[src/hdl/gpt_pkg.sv]
// Constants, field layouts and carrier types for the auxiliary and core-six timer block
package gpt_pkg;

	// ----------------------------------------------------------------
	// Register bus geometry and register indices
	// ----------------------------------------------------------------
	localparam int unsigned ADDR_W = 4;              // Register index width
	localparam int unsigned DATA_W = 16;             // Register data width
	localparam logic [3:0] ADDR_AUX2_CTRL  = 4'h0;   // Auxiliary timer 2 control
	localparam logic [3:0] ADDR_AUX4_CTRL  = 4'h1;   // Auxiliary timer 4 control
	localparam logic [3:0] ADDR_CORE6_CTRL = 4'h2;   // Core timer 6 control
	localparam logic [3:0] ADDR_AUX2_CNT   = 4'h3;   // Auxiliary timer 2 count
	localparam logic [3:0] ADDR_AUX4_CNT   = 4'h4;   // Auxiliary timer 4 count
	localparam logic [3:0] ADDR_CORE6_CNT  = 4'h5;   // Core timer 6 count

	// ----------------------------------------------------------------
	// Field positions of the core timer 6 control register
	// ----------------------------------------------------------------
	localparam int unsigned C6_IN_LSB  = 0;          // Input select [2:0]
	localparam int unsigned C6_MODE_LSB = 3;         // Mode field [5:3]
	localparam int unsigned C6_RUN     = 6;          // Run bit
	localparam int unsigned C6_DIR     = 7;          // Direction bit
	localparam int unsigned C6_OTL     = 10;         // Output toggle latch
	localparam int unsigned C6_BPS_LSB = 11;         // Block prescaler two [12:11]
	localparam int unsigned C6_CLR     = 14;         // Clear on capture
	localparam int unsigned C6_RELOAD  = 15;         // Reload enable
	localparam logic [15:0] C6_RW_MASK = 16'hDCFF;   // Writable bits of core 6 control
	localparam logic [15:0] AUX_RW_MASK = 16'h13FF;  // Plain writable bits of aux control

	// ----------------------------------------------------------------
	// Reset values, modes and selections
	// ----------------------------------------------------------------
	localparam logic [15:0] CTRL_RESET  = 16'h0000;  // Control registers after reset
	localparam logic [15:0] CNT_RESET   = 16'h0000;  // Counters after reset
	localparam logic [15:0] CNT_ALL_ONE = 16'hFFFF;  // Up-count wrap point
	localparam logic [2:0]  MODE_TIMER   = 3'h0;     // Timer mode
	localparam logic [2:0]  MODE_COUNTER = 3'h1;     // Counter mode
	localparam logic [2:0]  MODE_GATE_LO = 3'h2;     // Gated, gate active low
	localparam logic [2:0]  MODE_GATE_HI = 3'h3;     // Gated, gate active high
	localparam logic [2:0]  MODE_INC_ROT = 3'h6;     // Incremental, rotation detection
	localparam logic [2:0]  MODE_INC_EDG = 3'h7;     // Incremental, edge detection
	localparam logic [1:0]  EDGE_RISE = 2'h1;        // Low bits: rising edge
	localparam logic [1:0]  EDGE_FALL = 2'h2;        // Low bits: falling edge
	localparam logic [1:0]  EDGE_ANY  = 2'h3;        // Low bits: either edge

	// ----------------------------------------------------------------
	// Prescaler: log2 of the base divisor per block prescaler setting
	// ----------------------------------------------------------------
	localparam int unsigned PRE_W = 12;              // Free-running prescaler width
	localparam logic [3:0] BASE1_LOG [4] = '{4'h3, 4'h2, 4'h5, 4'h4}; // 8,4,32,16
	localparam logic [3:0] BASE2_LOG [4] = '{4'h2, 4'h1, 4'h4, 4'h3}; // 4,2,16,8

	// ----------------------------------------------------------------
	// Auxiliary timer control register layout
	// ----------------------------------------------------------------
	typedef struct packed {
		logic       aux_rotation_dir;     // [15] Current direction, 1 = down
		logic       aux_dir_changed_flag; // [14] Direction change seen
		logic       aux_edge_seen_flag;   // [13] Count edge seen
		logic       aux_irq_disable;      // [12] Incremental interrupt disable
		logic [1:0] spare;                // [11:10] Read as zero
		logic       aux_remote_run_sel;   // [9] Follow core timer 3 run bit
		logic       ext_dir_en;           // [8] Direction from direction pin
		logic       dir_down;             // [7] Software direction
		logic       aux_run_bit;          // [6] Run bit
		logic [2:0] aux_mode_field;       // [5:3] Mode
		logic [2:0] aux_input_select;     // [2:0] Input select
	} gpt_aux_ctrl_t;

endpackage

[src/hdl/gpt_aux_core6.sv]
// Auxiliary timers 2 and 4 plus core timer 6, with their control registers
`timescale 1ns/1ns
`default_nettype none

// Summary of operation
// - Remote bit: follow core timer 3 run
// - Interrupt disable blocks incremental flag interrupts
// - Edge flag set per edge, software clears
// - Direction-change flag set, software clears
// - Rotation bit shows direction, one is down
// - Aux prescale: base times two to input
// - Counter mode counts count-pin edges
// - Counter mode counts core 3 latch edges
// - Incremental input selects count/direction pin edges
// - Core 6 counts only while running
// - Core 6 direction bit: up or down
// - Core 6 latch toggles on wrap, writable
// - Block prescaler two base divisor
// - Core 6 input multiplies base divisor
// - Clear on capture zeroes core 6
// - Reload enable loads from capture register
// - Modes 110/111 select incremental operation
// - Without remote, own run bit rules
module gpt_aux_core6
	import gpt_pkg::*;
(
	input  wire logic        clock_i,              // 125 MHz clock
	input  wire logic        rst_i,                // Synchronous reset, high
	input  wire logic [3:0]  reg_addr_i,           // Register index
	input  wire logic [15:0] reg_wdata_i,          // Write data
	input  wire logic        reg_write_i,          // Write strobe
	input  wire logic        reg_read_i,           // Read strobe
	output logic      [15:0] reg_rdata_o,          // Read data, cycle after strobe
	input  wire logic [1:0]  aux_count_pin_i,      // Count pins, [0] timer 2, [1] timer 4
	input  wire logic [1:0]  aux_direction_pin_i,  // Direction pins, same order
	input  wire logic        core3_run_i,          // Core timer 3 run bit
	input  wire logic        core3_toggle_latch_i, // Core timer 3 toggle latch
	input  wire logic [1:0]  block_prescale_one_i, // Block prescaler one setting
	input  wire logic        capture_event_i,      // Capture event pulse
	input  wire logic [15:0] capture_reload_reg_i, // Shared capture/reload value
	output logic      [1:0]  aux_irq_o,            // Aux interrupt requests
	output logic             core6_toggle_latch_o  // Core 6 toggle latch
);

	// ----------------------------------------------------------------
	// Shared prescaler
	// ----------------------------------------------------------------
	logic [PRE_W-1:0] pre_q;                 // Free-running divider
	logic [15:0]      rd_val [6];            // Read values by index
	logic             core3_otl_prev_q;      // Latch value one cycle ago

	// Tick when the low 'sh' bits of the divider are all ones
	function automatic logic pre_hit(input logic [PRE_W-1:0] cnt, input logic [3:0] sh);
		logic [PRE_W:0] m;
		m = ((PRE_W+1)'(1) << sh) - (PRE_W+1)'(1);
		return &(cnt | ~m[PRE_W-1:0]);
	endfunction

	// Divider runs always so that every divisor shares one phase
	always_ff @(posedge clock_i) begin
		if (rst_i) begin
			pre_q <= '0;
		end else begin
			pre_q <= pre_q + PRE_W'(1);
		end
	end

	// Core 3 latch is on our clock: one register for its edges
	always_ff @(posedge clock_i) begin
		if (rst_i) begin
			core3_otl_prev_q <= 1'b0;
		end else begin
			core3_otl_prev_q <= core3_toggle_latch_i;
		end
	end

	// ----------------------------------------------------------------
	// Auxiliary timers 2 and 4
	// ----------------------------------------------------------------
	for (genvar i = 0; i < 2; i++) begin : g_aux
		gpt_aux_ctrl_t ctrl_q;               // Control register
		logic [15:0]   cnt_q;                // Count register
		logic [2:0]    cs_q;                 // Count pin synchroniser
		logic [2:0]    ds_q;                 // Direction pin synchroniser
		logic          clvl_q;               // Accepted count pin level
		logic          dlvl_q;               // Accepted direction pin level
		logic          inc_down_q;           // Direction seen by the decoder
		logic          irq_q;                // Registered request
		logic          cnew, dnew;           // Levels accepted this cycle
		logic          cr, cf, dr, df;       // Pin edges
		logic          lr, lf;               // Core 3 latch edges
		logic          run_eff;              // Effective run
		logic          tick;                 // Prescaled tick
		logic          incr;                 // Incremental mode
		logic          step;                 // Count this cycle
		logic          down_now;             // Direction this cycle
		logic [1:0]    esel;                 // Edge selection
		logic          ctrl_wr, cnt_wr;      // Register writes
		logic          edge_d, chdir_d;      // Flag next values
		gpt_aux_ctrl_t wr_view;              // Write data seen as a control word

		// Three-stage synchronisers; a level counts once stages two and three agree
		always_ff @(posedge clock_i) begin
			if (rst_i) begin
				cs_q   <= '0;
				ds_q   <= '0;
				clvl_q <= 1'b0;
				dlvl_q <= 1'b0;
			end else begin
				cs_q   <= {cs_q[1:0], aux_count_pin_i[i]};
				ds_q   <= {ds_q[1:0], aux_direction_pin_i[i]};
				clvl_q <= cnew;
				dlvl_q <= dnew;
			end
		end

		// Edge detection, mode decode and count qualification
		always_comb begin
			cnew     = (cs_q[1] == cs_q[2]) ? cs_q[2] : clvl_q;
			dnew     = (ds_q[1] == ds_q[2]) ? ds_q[2] : dlvl_q;
			cr       = cnew & ~clvl_q;
			cf       = ~cnew & clvl_q;
			dr       = dnew & ~dlvl_q;
			df       = ~dnew & dlvl_q;
			lr       = core3_toggle_latch_i & ~core3_otl_prev_q;
			lf       = ~core3_toggle_latch_i & core3_otl_prev_q;
			esel     = ctrl_q.aux_input_select[1:0];
			run_eff  = ctrl_q.aux_remote_run_sel ? core3_run_i
			                                     : ctrl_q.aux_run_bit;
			tick     = pre_hit(pre_q, BASE1_LOG[block_prescale_one_i]
			                   + {1'b0, ctrl_q.aux_input_select});
			incr     = (ctrl_q.aux_mode_field == MODE_INC_ROT) ||
			           (ctrl_q.aux_mode_field == MODE_INC_EDG);
			down_now = ctrl_q.ext_dir_en ? dlvl_q : ctrl_q.dir_down;
			step     = 1'b0;
			case (ctrl_q.aux_mode_field)
				MODE_TIMER: begin
					step = run_eff & tick;
				end
				MODE_GATE_LO: begin
					step = run_eff & tick & ~clvl_q;
				end
				MODE_GATE_HI: begin
					step = run_eff & tick & clvl_q;
				end
				MODE_COUNTER: begin
					// Low bits zero select nothing; bit two picks the core 3 latch
					if (ctrl_q.aux_input_select[2]) begin
						step = run_eff & (((esel == EDGE_RISE) & lr) |
						       ((esel == EDGE_FALL) & lf) |
						       ((esel == EDGE_ANY) & (lr | lf)));
					end else begin
						step = run_eff & (((esel == EDGE_RISE) & cr) |
						       ((esel == EDGE_FALL) & cf) |
						       ((esel == EDGE_ANY) & (cr | cf)));
					end
				end
				MODE_INC_ROT, MODE_INC_EDG: begin
					// Reserved upper selections count nothing
					step = run_eff & ~ctrl_q.aux_input_select[2] &
					       ((esel[0] & (cr | cf)) | (esel[1] & (dr | df)));
				end
				default: begin
					step = 1'b0;
				end
			endcase
			// Quadrature decode: direction from the phase of the two pins
			if (incr) begin
				down_now = inc_down_q;
				if (cr | cf) begin
					down_now = (cnew == dnew);
				end else if (dr | df) begin
					down_now = (dnew != cnew);
				end
			end
		end

		assign ctrl_wr = reg_write_i && (reg_addr_i == (i == 0 ? ADDR_AUX2_CTRL : ADDR_AUX4_CTRL));
		assign cnt_wr  = reg_write_i && (reg_addr_i == (i == 0 ? ADDR_AUX2_CNT : ADDR_AUX4_CNT));
		assign wr_view = gpt_aux_ctrl_t'(reg_wdata_i);

		// Flags: a hardware set in the clearing cycle wins over the write
		always_comb begin
			edge_d  = ctrl_wr ? wr_view.aux_edge_seen_flag : ctrl_q.aux_edge_seen_flag;
			chdir_d = ctrl_wr ? wr_view.aux_dir_changed_flag : ctrl_q.aux_dir_changed_flag;
			if (incr & step) begin
				edge_d = 1'b1;
			end
			if (down_now != ctrl_q.aux_rotation_dir) begin
				chdir_d = 1'b1;
			end
		end

		// Control register with hardware-owned status bits
		always_ff @(posedge clock_i) begin
			if (rst_i) begin
				ctrl_q     <= gpt_aux_ctrl_t'(CTRL_RESET);
				inc_down_q <= 1'b0;
			end else begin
				if (ctrl_wr) begin
					ctrl_q <= gpt_aux_ctrl_t'((reg_wdata_i & AUX_RW_MASK) |
					          ({15'h0000, 1'b0} & ~AUX_RW_MASK));
				end
				ctrl_q.aux_edge_seen_flag   <= edge_d;
				ctrl_q.aux_dir_changed_flag <= chdir_d;
				ctrl_q.aux_rotation_dir     <= down_now;
				inc_down_q                  <= down_now;
			end
		end

		// Counter: one step per qualified tick or edge, wrapping both ways
		always_ff @(posedge clock_i) begin
			if (rst_i) begin
				cnt_q <= CNT_RESET;
			end else if (cnt_wr) begin
				cnt_q <= reg_wdata_i;
			end else if (step) begin
				cnt_q <= down_now ? cnt_q - 16'h0001 : cnt_q + 16'h0001;
			end
		end

		// Request stands while an enabled flag is set in incremental mode
		always_ff @(posedge clock_i) begin
			if (rst_i) begin
				irq_q <= 1'b0;
			end else begin
				irq_q <= incr & ~ctrl_q.aux_irq_disable &
				         (ctrl_q.aux_dir_changed_flag |
				          (ctrl_q.aux_edge_seen_flag &
				           (ctrl_q.aux_mode_field == MODE_INC_EDG)));
			end
		end

		assign aux_irq_o[i]  = irq_q;
		assign rd_val[i]     = ctrl_q;
		assign rd_val[i + 3] = cnt_q;
	end

	// ----------------------------------------------------------------
	// Core timer 6
	// ----------------------------------------------------------------
	logic [15:0] c6_ctrl_q;              // Control register
	logic [15:0] c6_cnt_q;               // Count register
	logic        c6_tick;                // Prescaled tick
	logic        c6_step;                // Count this cycle
	logic        c6_down;                // Counting down
	logic        c6_wrap;                // Overflow or underflow
	logic        c6_ctrl_wr, c6_cnt_wr;  // Register writes
	logic        c6_otl_d;               // Toggle latch next value
	logic [1:0]  c6_bps;                 // Block prescaler two
	logic [2:0]  c6_mode;                // Mode field

	assign c6_ctrl_wr = reg_write_i && (reg_addr_i == ADDR_CORE6_CTRL);
	assign c6_cnt_wr  = reg_write_i && (reg_addr_i == ADDR_CORE6_CNT);

	// Tick, step and wrap detection
	always_comb begin
		c6_bps  = c6_ctrl_q[C6_BPS_LSB +: 2];
		c6_mode = c6_ctrl_q[C6_MODE_LSB +: 3];
		c6_tick = pre_hit(pre_q, BASE2_LOG[c6_bps]
		                  + {1'b0, c6_ctrl_q[C6_IN_LSB +: 3]});
		// Reserved modes are not driven by software; they simply never count
		c6_step = (c6_mode == MODE_TIMER) & c6_ctrl_q[C6_RUN] & c6_tick;
		c6_down = c6_ctrl_q[C6_DIR];
		c6_wrap = c6_step & (c6_down ? (c6_cnt_q == CNT_RESET)
		                             : (c6_cnt_q == CNT_ALL_ONE));
		c6_otl_d = (c6_ctrl_wr ? reg_wdata_i[C6_OTL] : c6_ctrl_q[C6_OTL])
		           ^ c6_wrap;
	end

	// Control register; the toggle latch is shared by software and hardware
	always_ff @(posedge clock_i) begin
		if (rst_i) begin
			c6_ctrl_q <= CTRL_RESET;
		end else begin
			if (c6_ctrl_wr) begin
				c6_ctrl_q <= reg_wdata_i & C6_RW_MASK;
			end
			c6_ctrl_q[C6_OTL] <= c6_otl_d;
		end
	end

	// Counter: write beats capture clear, which beats counting
	always_ff @(posedge clock_i) begin
		if (rst_i) begin
			c6_cnt_q <= CNT_RESET;
		end else if (c6_cnt_wr) begin
			c6_cnt_q <= reg_wdata_i;
		end else if (capture_event_i && c6_ctrl_q[C6_CLR]) begin
			c6_cnt_q <= CNT_RESET;
		end else if (c6_wrap && c6_ctrl_q[C6_RELOAD]) begin
			c6_cnt_q <= capture_reload_reg_i;
		end else if (c6_step) begin
			c6_cnt_q <= c6_down ? c6_cnt_q - 16'h0001
			                    : c6_cnt_q + 16'h0001;
		end
	end

	// Latch output from its own flip-flop
	always_ff @(posedge clock_i) begin
		if (rst_i) begin
			core6_toggle_latch_o <= 1'b0;
		end else begin
			core6_toggle_latch_o <= c6_otl_d;
		end
	end

	assign rd_val[2] = c6_ctrl_q;
	assign rd_val[5] = c6_cnt_q;

	// ----------------------------------------------------------------
	// Read port: data valid only in the cycle after the strobe
	// ----------------------------------------------------------------
	always_ff @(posedge clock_i) begin
		if (rst_i) begin
			reg_rdata_o <= 16'h0000;
		end else if (!reg_read_i) begin
			reg_rdata_o <= 16'h0000;
		end else if (reg_addr_i == ADDR_AUX2_CTRL) begin
			reg_rdata_o <= rd_val[0];
		end else if (reg_addr_i == ADDR_AUX4_CTRL) begin
			reg_rdata_o <= rd_val[1];
		end else if (reg_addr_i == ADDR_CORE6_CTRL) begin
			reg_rdata_o <= rd_val[2];
		end else if (reg_addr_i == ADDR_AUX2_CNT) begin
			reg_rdata_o <= rd_val[3];
		end else if (reg_addr_i == ADDR_AUX4_CNT) begin
			reg_rdata_o <= rd_val[4];
		end else if (reg_addr_i == ADDR_CORE6_CNT) begin
			reg_rdata_o <= rd_val[5];
		end else begin
			reg_rdata_o <= 16'h0000;                // Unmapped reads as zero
		end
	end

endmodule

`default_nettype wire

[config.mk]
export PLATFORM = sky130hd
export DESIGN_NAME = gpt_aux_core6
export DESIGN_NICKNAME = d
export VERILOG_FILES = /design/src/hdl/gpt_pkg.sv /design/src/hdl/gpt_aux_core6.sv
export SDC_FILE = /design/constraint.sdc
export NUM_CORES = 1
export LEC_CHECK = 0
export BUFFER_PORTS_ARGS = -buffer_cell sky130_fd_sc_hd__buf_2
export CAP_MARGIN = 20
export CORE_MARGIN = 3
export CORE_UTILIZATION = 30
export CTS_CLUSTER_SIZE = 40
export DETAILED_ROUTE_END_ITERATION = 16
export PLACE_DENSITY = 0.49
export SYNTH_ARGS = -nofsm -noshare
export SYNTH_HDL_FRONTEND = slang
export SYNTH_SLANG_ARGS = --single-unit
[constraint.sdc]
create_clock -name clock_i -period 5.5 [get_ports clock_i]
set_clock_uncertainty 0.2 [all_clocks]
set_input_delay 0.275 -clock clock_i [delete_from_list [all_inputs] [get_ports clock_i]]
set_output_delay 0.275 -clock clock_i [all_outputs]
set_load 0.01 [all_outputs]
==> results.toml, run 1 <==
[outcome]
status = "complete, no violations"

[power]
swShare = 0.2647
power.density_mw_per_mm2 = 227.4
p_int_mw = 1.935
comb_power_share = 0.106
p_switching_uw = 696.4
p_clk_frac = 0.502
ir_drop_uv = 210.4
leakagePower_nw = 4.627
seq_power_share = 0.391

[clock_tree]
cts_tree = "yes"
clk_pin_slew_worst_paths_ns = 0.07
root_buffer = "clkbuf_16"
numCtsBuffers = 17
cts.sinks = 136
worstSkewPairLatency_ns = 0.44
cts_max_path_buffers = 2
htreeDepth = 4

[setup_path]
cp_cell_sequence = "maj3_2 -> ha_1 -> or3_1 -> a21oi_1 -> nor4_1 -> a32o_1 -> clkinvlp_4 -> buf_4 -> ha_1 -> a21o_1 -> a21oi_1 -> o22a_1 -> a31oi_1 -> and4_1 -> o41ai_1 -> xor2_1 -> a211oi_1"
critPathArrivalTime_ns = 5.05
startpoint_type = "flip-flop"
slowest_delay_ns = 0.49
worst-path-max-fanout = 12
cp_data_required_time_ns = 5.66
cp_slowest_cell = "a32o_1"
critPathKind = "flip-flop to flip-flop"
cp-end-kind = "flip-flop"

[logic_synthesis]
ys_ff_latch = 136
netlist_instances = 1278
async_flop_share = 0
ys_warn_count = 0
seq_area_frac_synth = 0.2724
synth_edf_count = 0
synth_cell_types = 85
syn_avg_cell_area_um2 = 7.820
syn-num-nets = 1395
syn_area_mm2 = 0.009995
synth_ff_type = "dfxtp_1"

[placed_design]
gp_congestion = 0.8795
placed_area_mm2 = 0.01072
io_buffers = 67
hpwl_um = 25090
place_inst = 1734

[grt]
use_met3 = 0.03107
busiest_layer = "met2"
grt_pass1_wl_um = 52150
gr-total-overflow = 0
grtUsageMet1 = 0.2686
track_usage = 0.1883
grt_use_met2 = 0.2917
antenna_found_initial = 0
grt_max_degree = 68
grt_pass1_vias = 8820

[sta]
rsz0062_at_grt = "false"
setup_viol = 0
slew_violations = 0
min_period_ns = 4.890
fin_crit_sh = 0.8892
worst_slew_pin_slew_ns = 0.9391
finalSetupTns_ns = 0
fmax_ghz = 0.2045
hold_viol = 0
relSlewSlack = 0.3716

[final_layout]
fin_nets = 1447
num_antenna_cells = 0
area_delta_synth_final_pct = 15.80
final_cell_mix = "nand2_1, dfxtp_1, nor2_1"
final_area_mm2 = 0.01157
postLayoutCoreUtil = 0.3539
layout.cells.non_filler = 1785
layout_commonest_cell = "nand2_1"
drive_above_1_share = 0.1251

[die]
io_pins = 68
placementRows = 66
dieHeight_um = 188.5
coreArea_mm2 = 0.03270
die_w_um = 188.5
die_area_mm2 = 0.03554
start_util = 0.3056

[min_path]
holdCritPathClass = "input port to flip-flop"

[drt]
wl_per_cell_um = 18.94
vias = 9486
viasPerCell = 5.314
dr.pass1.iters = 6
wl_um = 33810
drcViolationCount = 0
ant_nets = 0
drtIter0Drc = 730

[run]
cap_viol_max_count = 0
[repair_timing]
action                                  4_1_cts  5_1_grt
hold buffers                                 15        0
setup buffers                                 0        3
resized for setup                             0        2
endpoints found under the hold margin        23        0
endpoints found under the setup margin        0        3
[area by class of cell]
type                    instances  area (um2)
clock inverters                13       217.7
flip-flops and latches        136        2723
repair buffers                102       645.6
multi-input cells            1027        6815
inverters                      46       176.4
clock buffers                  19       442.9
well taps                     442       553.0
fillers                      3521       21130
[cells by family after synthesis]
group,count (synthesis),synth area share
compound gates,349,0.2331
xor+xnor,56,0.05058
fa+ha+maj,69,0.09076
buf+inv,115,0.04707
flops,136,0.2724
mux,78,0.08425
simple gates,475,0.2218
[registers in the layout, summed over array words and instances, names as in the netlist]
register / flops
core6_toggle_latch_o: 1
g_aux.ctrl_q: 26
core3_otl_prev_q: 1
c6_ctrl_q: 12
g_aux.clvl_q: 2
c6_cnt_q: 16
g_aux.irq_q: 2
g_aux.cs_q: 6
g_aux.dlvl_q: 2
g_aux.inc_down_q: 2
reg_rdata_o: 16
g_aux.ds_q: 6
g_aux.cnt_q: 32
pre_q: 12
[cell usage after synthesis, drive strengths merged, types with 12 or more instances]
| cell | n | area, um2 |
|---|---|---|
| nor2b | 29 | 181.4 |
| mux2i | 59 | 590.6 |
| nor2 | 133 | 499.2 |
| a21o | 13 | 98.85 |
| mux2 | 17 | 206.5 |
| a211oi | 47 | 352.8 |
| nand2b | 14 | 87.58 |
| inv | 46 | 172.7 |
| xnor2 | 35 | 314.1 |
| a21oi | 113 | 576.8 |
| ha | 62 | 775.7 |
| and2 | 12 | 77.57 |
| o21ai | 60 | 300.3 |
| dfxtp | 136 | 2723 |
| nand2 | 164 | 625.6 |
| clkbuf | 46 | 173.9 |
| xor2 | 21 | 191.4 |
| nor3 | 20 | 100.1 |
| or3 | 15 | 95.09 |
| and3 | 13 | 81.33 |
| nor4 | 12 | 75.07 |
| a311oi | 14 | 147.6 |
| buf | 23 | 123.9 |
| nand3 | 29 | 145.1 |
[through the flow]
stage	power [mW]	hold slack (ns)	setup slack (ns)
CTS	2.653	0.001408	0.4851
finish	2.631	0.01795	0.6095
global route	2.721	0.003705	0.1053
detailed placement	1.319	0.2231	0.5061
floorplan	1.220	0.2032	1.086
global placement	1.319	0.2174	0.5526
[metal layers]
metal | vias to the layer above | share of wire
li1 | 4730 | -
met1 | 4477 | 0.49
met2 | 239 | 0.44
met3 | 40 | 0.048
met4 | 0 | 0.021
met5 | - | 0
[critical path, delay by kind of cell (launching register included)]
family                   cells  cell delay (ns)
AND/OR/NAND/NOR              3             0.64
AO/OA/AOI/OAI                8             1.96
flip-flops                   1             0.36
adder cells (fa/ha/maj)      3             1.13
buffers and inverters        2             0.40
XOR/XNOR                     1             0.11
[final timing paths]
kind,startpoint,endpoint,slack (ns),cells after the start
max,g_aux[0].clvl_q,g_aux[0].cnt_q[15],0.61,17
min,capture_reload_reg_i[5],c6_cnt_q[5],0.02,4
max reg2reg,g_aux[0].clvl_q,g_aux[0].cnt_q[15],0.61,17
min reg2reg,g_aux[1].cs_q[0],g_aux[1].cs_q[1],0.24,1
[power groups by stage]
stage          logic (mW)  clock network, mW  registers, mW
4_1_cts             0.277               1.35           1.03
5_1_grt             0.306               1.38           1.03
3_5_place_dp        0.267                  0           1.05
2_1_floorplan       0.180                  0           1.04
6_report            0.280               1.32           1.03
3_3_place_gp        0.267                  0           1.05
(Power assumes the default switching activity.)
==> run 2, diff against run 1 <==
- GPL_TIMING_DRIVEN: unset -> 0
==> results.toml, run 2 (synthesis gave the netlist of run 1 again) <==
[outcome]
status = "complete, no violations"

[setup_path]
slowest_delay_ns = 0.48
cp_slowest_cell = "inv_1"
worst-path-max-fanout = 15
startpoint_type = "flip-flop"
cp_num_cells = 16
critPathBufInv = 2
cp-end-kind = "flip-flop"
cp-startpoint = "g_aux[0].clvl_q"
cp_data_required_time_ns = 5.65
critPathArrivalTime_ns = 5.32
cpLargestDelayFamily = "compound AO/OA/AOI/OAI gates"
r2r_cells = 16
r2r-start = "g_aux[0].clvl_q"
cp_cell_sequence = "maj3_2 -> ha_1 -> inv_1 -> a2111oi_0 -> nor4_1 -> a32o_1 -> inv_1 -> ha_1 -> a21o_1 -> a21oi_1 -> o22a_1 -> a31oi_1 -> and4_1 -> o41ai_1 -> xor2_1 -> a211oi_1"
critPathKind = "flip-flop to flip-flop"

[clock_tree]
numCtsBuffers = 17
cts_tree = "yes"
cts.sinks = 136
clk_pin_slew_worst_paths_ns = 0.06
post_cts_buffers = 0
cts_max_path_buffers = 2
root_buffer = "clkbuf_16"
worstSkewPairLatency_ns = 0.44
htreeDepth = 4

[die]
coreArea_mm2 = 0.03270
placementRows = 66
start_util = 0.3056
dieHeight_um = 188.5
io_pins = 68
die_area_mm2 = 0.03554
die_w_um = 188.5

[grt]
antenna_found_initial = 0
grt_pass1_vias = 9127
track_usage = 0.2001
grt_max_degree = 19
gr-total-overflow = 0
grt_pass1_wl_um = 54940

[final_layout]
final_cell_mix = "nand2_1, dfxtp_1, nor2_1"
reg_top3 = "g_aux.cnt_q: 32 flops, g_aux.ctrl_q: 26 flops"
fill_cells = 3547
num_antenna_cells = 0
drive_above_1_share = 0.1098
layout_commonest_cell = "nand2_1"
area_delta_synth_final_pct = 17.04
largest_reg_flops = 32
postLayoutCoreUtil = 0.3577
fin_nets = 1498
regMostFlops = "g_aux.cnt_q"

[power]
ir_drop_uv = 235.2
leakagePower_nw = 4.658
power.density_mw_per_mm2 = 221.5

[sta]
slew_violations = 0
fin_crit_sh = 0.9403
min_period_ns = 5.172
fmax_ghz = 0.1934
worst_slew_pin_slew_ns = 1.128
rsz0062_at_grt = "false"
finalSetupTns_ns = 0
hold_viol = 0
setup_viol = 0
relSlewSlack = 0.2283

[drt]
dr.pass1.iters = 5
wl_um = 35820
drtIter0Drc = 731
ant_nets = 0
wl_per_cell_um = 19.52
viasPerCell = 5.318
drcViolationCount = 0
vias = 9759

[placed_design]
io_buffers = 65
hpwl_um = 27460
gp_congestion = 0.9421

[min_path]
min_from = "reg_wdata_i[4]"
holdCritPathClass = "input port to flip-flop"
hold_depth = 3

[run]
cap_viol_max_count = 0
==> run 2: changes by cell type in the layout (fill, tap and decap cells not counted), sizes merged <==
cell         previous run  this run
buf                    87        88
bufinv                  5         4
clkbuf                 19        70
dlygate4sd3            15        19
inv                    48        46
clkinv                  3         1
clkinvlp                3         2
==> run 2: final timing paths <==
path	end	slack, ns
worst max register to register	g_aux[0].cnt_q[15]	0.33
worst max-delay path	g_aux[0].cnt_q[15]	0.33
worst min-delay path	g_aux[0].ctrl_q[4]	0.02
worst min register to register	g_aux[0].ds_q[1]	0.23
==> run 2: what timing repair did <==
item | CTS | global route
resized for setup | 0 | 2
endpoints found under the setup margin | 0 | 2
hold buffers | 19 | 0
hold endpoints to repair | 33 | 0
==> run 2: per-layer routing <==
| layer | vias up | share of wire | GRT usage | wire length, um |
|---|---|---|---|---|
| li1 | 4827 | - | - | - |
| met5 | - | 0 | 0 | 0 |
| met4 | 0 | 0.021 | 0.05786 | 765 |
| met2 | 253 | 0.45 | 0.3183 | 16290 |
| met3 | 37 | 0.049 | 0.03367 | 1746 |
| met1 | 4642 | 0.48 | 0.2790 | 17010 |
==> run 2: worst min-delay path: stages <==
cell,delay (ns)
buf_2,0.19
nand2_1,0.09
a21oi_1,0.05
==> run 2: area by class of cell <==
cell class | count | area, um2 | area share
clock buffers | 24 | 491.7 | 0.04204
flip-flops and latches | 136 | 2723 | 0.2328
repair buffers | 84 | 515.5 | 0.04407
plain buffers | 69 | 297.8 | 0.02546
inverters | 46 | 172.7 | 0.01476
clock inverters | 7 | 140.1 | 0.01198
well taps | 442 | 553.0 | 0.04728
multi-input cells | 1027 | 6804 | 0.5817
==> run 2: report_power, final <==
group | leakage (nW) | internal, mW | switching (mW)
clock | 0.303 | 0.804 | 0.466
combinational | 3.25 | 0.111 | 0.182
sequential | 1.10 | 1.00 | 0.0238
==> run 2: through the flow <==
stage               cell area [um2]  hold slack, ns  cells  total power, mW  setup WS [ns]
floorplan                      9995          0.2032   1278            1.220          1.086
global placement              10870          0.2155   1785            1.328         0.2236
detailed placement            10870          0.2256   1785            1.330         0.1384
CTS                           11700         0.01040   1835            2.610        0.08941
global route                  11700         0.02682   1835            2.680        0.02602
finish                        11700         0.01821   1835            2.591         0.3282
==> run 3, diff against run 2 <==
- clock period: 5.5 -> 5.9 ns (I/O delays scaled with it)
==> results.toml, run 3 (synthesis gave the netlist of run 1 again) <==
[final_layout]
layout_commonest_cell = "nand2_1"
fill_cells = 3556
drive_above_1_share = 0.1095
postLayoutCoreUtil = 0.3561
final_cell_mix = "nand2_1, dfxtp_1, nor2_1"
final-seq-area_mm2 = 0.002723
fin_nets = 1493
reg_top3 = "g_aux.cnt_q: 32 flops, g_aux.ctrl_q: 26 flops"
multi_input_area_mm2 = 0.006802
regMostFlops = "g_aux.cnt_q"
largest_reg_flops = 32
num_antenna_cells = 0
area_delta_synth_final_pct = 16.51

[drt]
wl_um = 35720
ant_nets = 0
wl_per_cell_um = 19.52
drcViolationCount = 0
vias = 9729
dr.pass1.iters = 5
drtIter0Drc = 736
viasPerCell = 5.316

[grt]
grt_pass1_vias = 9101
track_usage = 0.1998
grt_max_degree = 19
gr-total-overflow = 0
antenna_found_initial = 0
grt_pass1_wl_um = 54830

[setup_path]
slowest_delay_ns = 0.71
worst-path-max-fanout = 18
critPathArrivalTime_ns = 5.46
startpoint_type = "flip-flop"
cp-end-kind = "flip-flop"
critPathKind = "flip-flop to flip-flop"
cpLargestDelayFamily = "compound AO/OA/AOI/OAI gates"
cp_num_cells = 19
cp_slowest_cell = "o21a_1"
r2r_cells = 19
cp_cell_sequence = "inv_1 -> nor2_1 -> a21oi_1 -> inv_1 -> ha_1 -> inv_1 -> o21ai_0 -> o311ai_0 -> o221ai_1 -> o21a_1 -> ha_1 -> a211oi_1 -> o211ai_1 -> a31oi_1 -> o21ai_0 -> a221o_1 -> xnor2_1 -> or3_1 -> a311oi_1"
cp_data_required_time_ns = 6.05
path_common_cell = "inv_1"
critPathBufInv = 3

[clock_tree]
cts.sinks = 136
numCtsBuffers = 17
cts_tree = "yes"
worstSkewPairLatency_ns = 0.44
post_cts_resized = 0
htreeDepth = 4
cts_max_path_buffers = 2
root_buffer = "clkbuf_16"
clk_pin_slew_worst_paths_ns = 0.06
ctsHoldBuffers = 14
post_cts_buffers = 0

[sta]
hold_viol = 0
fin_crit_sh = 0.9006
setup_viol = 0
rsz0062_at_grt = "false"
relSlewSlack = 0.2191
finalSetupTns_ns = 0
worst_slew_pin_slew_ns = 1.142
slew_violations = 0
min_period_ns = 5.314
fmax_ghz = 0.1882

[placed_design]
gp_congestion = 0.9421
hpwl_um = 27460
io_buffers = 65

[outcome]
status = "complete, no violations"

[die]
placementRows = 66
io_pins = 68
start_util = 0.3056
dieHeight_um = 188.5
die_area_mm2 = 0.03554
die_w_um = 188.5
coreArea_mm2 = 0.03270

[min_path]
hold_depth = 3
holdCritPathClass = "input port to flip-flop"

[power]
power.density_mw_per_mm2 = 207.1
ir_drop_uv = 220.8
leakagePower_nw = 4.636

[run]
cap_viol_max_count = 0
[run 3: cell count changes in the layout (fill, tap and decap cells not counted)]
cell	change
o21a_2	-1
a2111oi_1	-1
dlygate4sd3_1	-5
o21a_1	+1
a2111oi_0	+1
[run 3: worst min-delay path, delay by kind of cell]
family	cells	cell delay [ns]
buffers and inverters	1	0.18
AND/OR/NAND/NOR	1	0.08
AO/OA/AOI/OAI	1	0.05
[run 3: area by class of cell]
| cell class | count | share of cell area |
|---|---|---|
| plain buffers | 69 | 0.02557 |
| clock buffers | 24 | 0.04223 |
| clock inverters | 7 | 0.01203 |
| inverters | 46 | 0.01483 |
| multi-input cells | 1027 | 0.5841 |
| flip-flops and latches | 136 | 0.2338 |
| well taps | 442 | 0.04749 |
| repair buffers | 79 | 0.03997 |
[run 3: path summary, 6_finish.rpt]
| path | slack (ns) | endpoint | startpoint |
|---|---|---|---|
| hold / removal | 0.02 | c6_ctrl_q[11] | reg_wdata_i[11] |
| hold reg to reg | 0.23 | g_aux[0].ds_q[1] | g_aux[0].ds_q[0] |
| setup reg to reg | 0.59 | g_aux[1].cnt_q[15] | g_aux[1].clvl_q |
| setup / recovery | 0.59 | g_aux[1].cnt_q[15] | g_aux[1].clvl_q |
[run 3: power by group]
group / switching [mW] / internal (mW)
clock network: 0.434 / 0.750
logic: 0.169 / 0.101
registers: 0.0221 / 0.936
[run 3: metal layers]
| metal | global-route usage | part of all wire | vias up |
|---|---|---|---|
| met2 | 0.3174 | 0.45 | 241 |
| li1 | - | - | 4821 |
| met5 | 0 | 0 | - |
| met1 | 0.2788 | 0.48 | 4632 |
| met4 | 0.05786 | 0.021 | 0 |
| met3 | 0.03367 | 0.047 | 35 |
[run 3: through the flow]
stage	hold WS [ns]	cell area, um2	worst slack, ns	power (mW)	cells
2_1_floorplan	0.2138	9995	1.486	1.137	1278
3_3_place_gp	0.2155	10870	0.6236	1.238	1785
3_5_place_dp	0.2256	10870	0.5384	1.240	1785
4_1_cts	0.004596	11640	0.4894	2.431	1830
5_1_grt	0.02467	11640	0.06520	2.496	1830
6_report	0.02277	11640	0.5863	2.412	1830
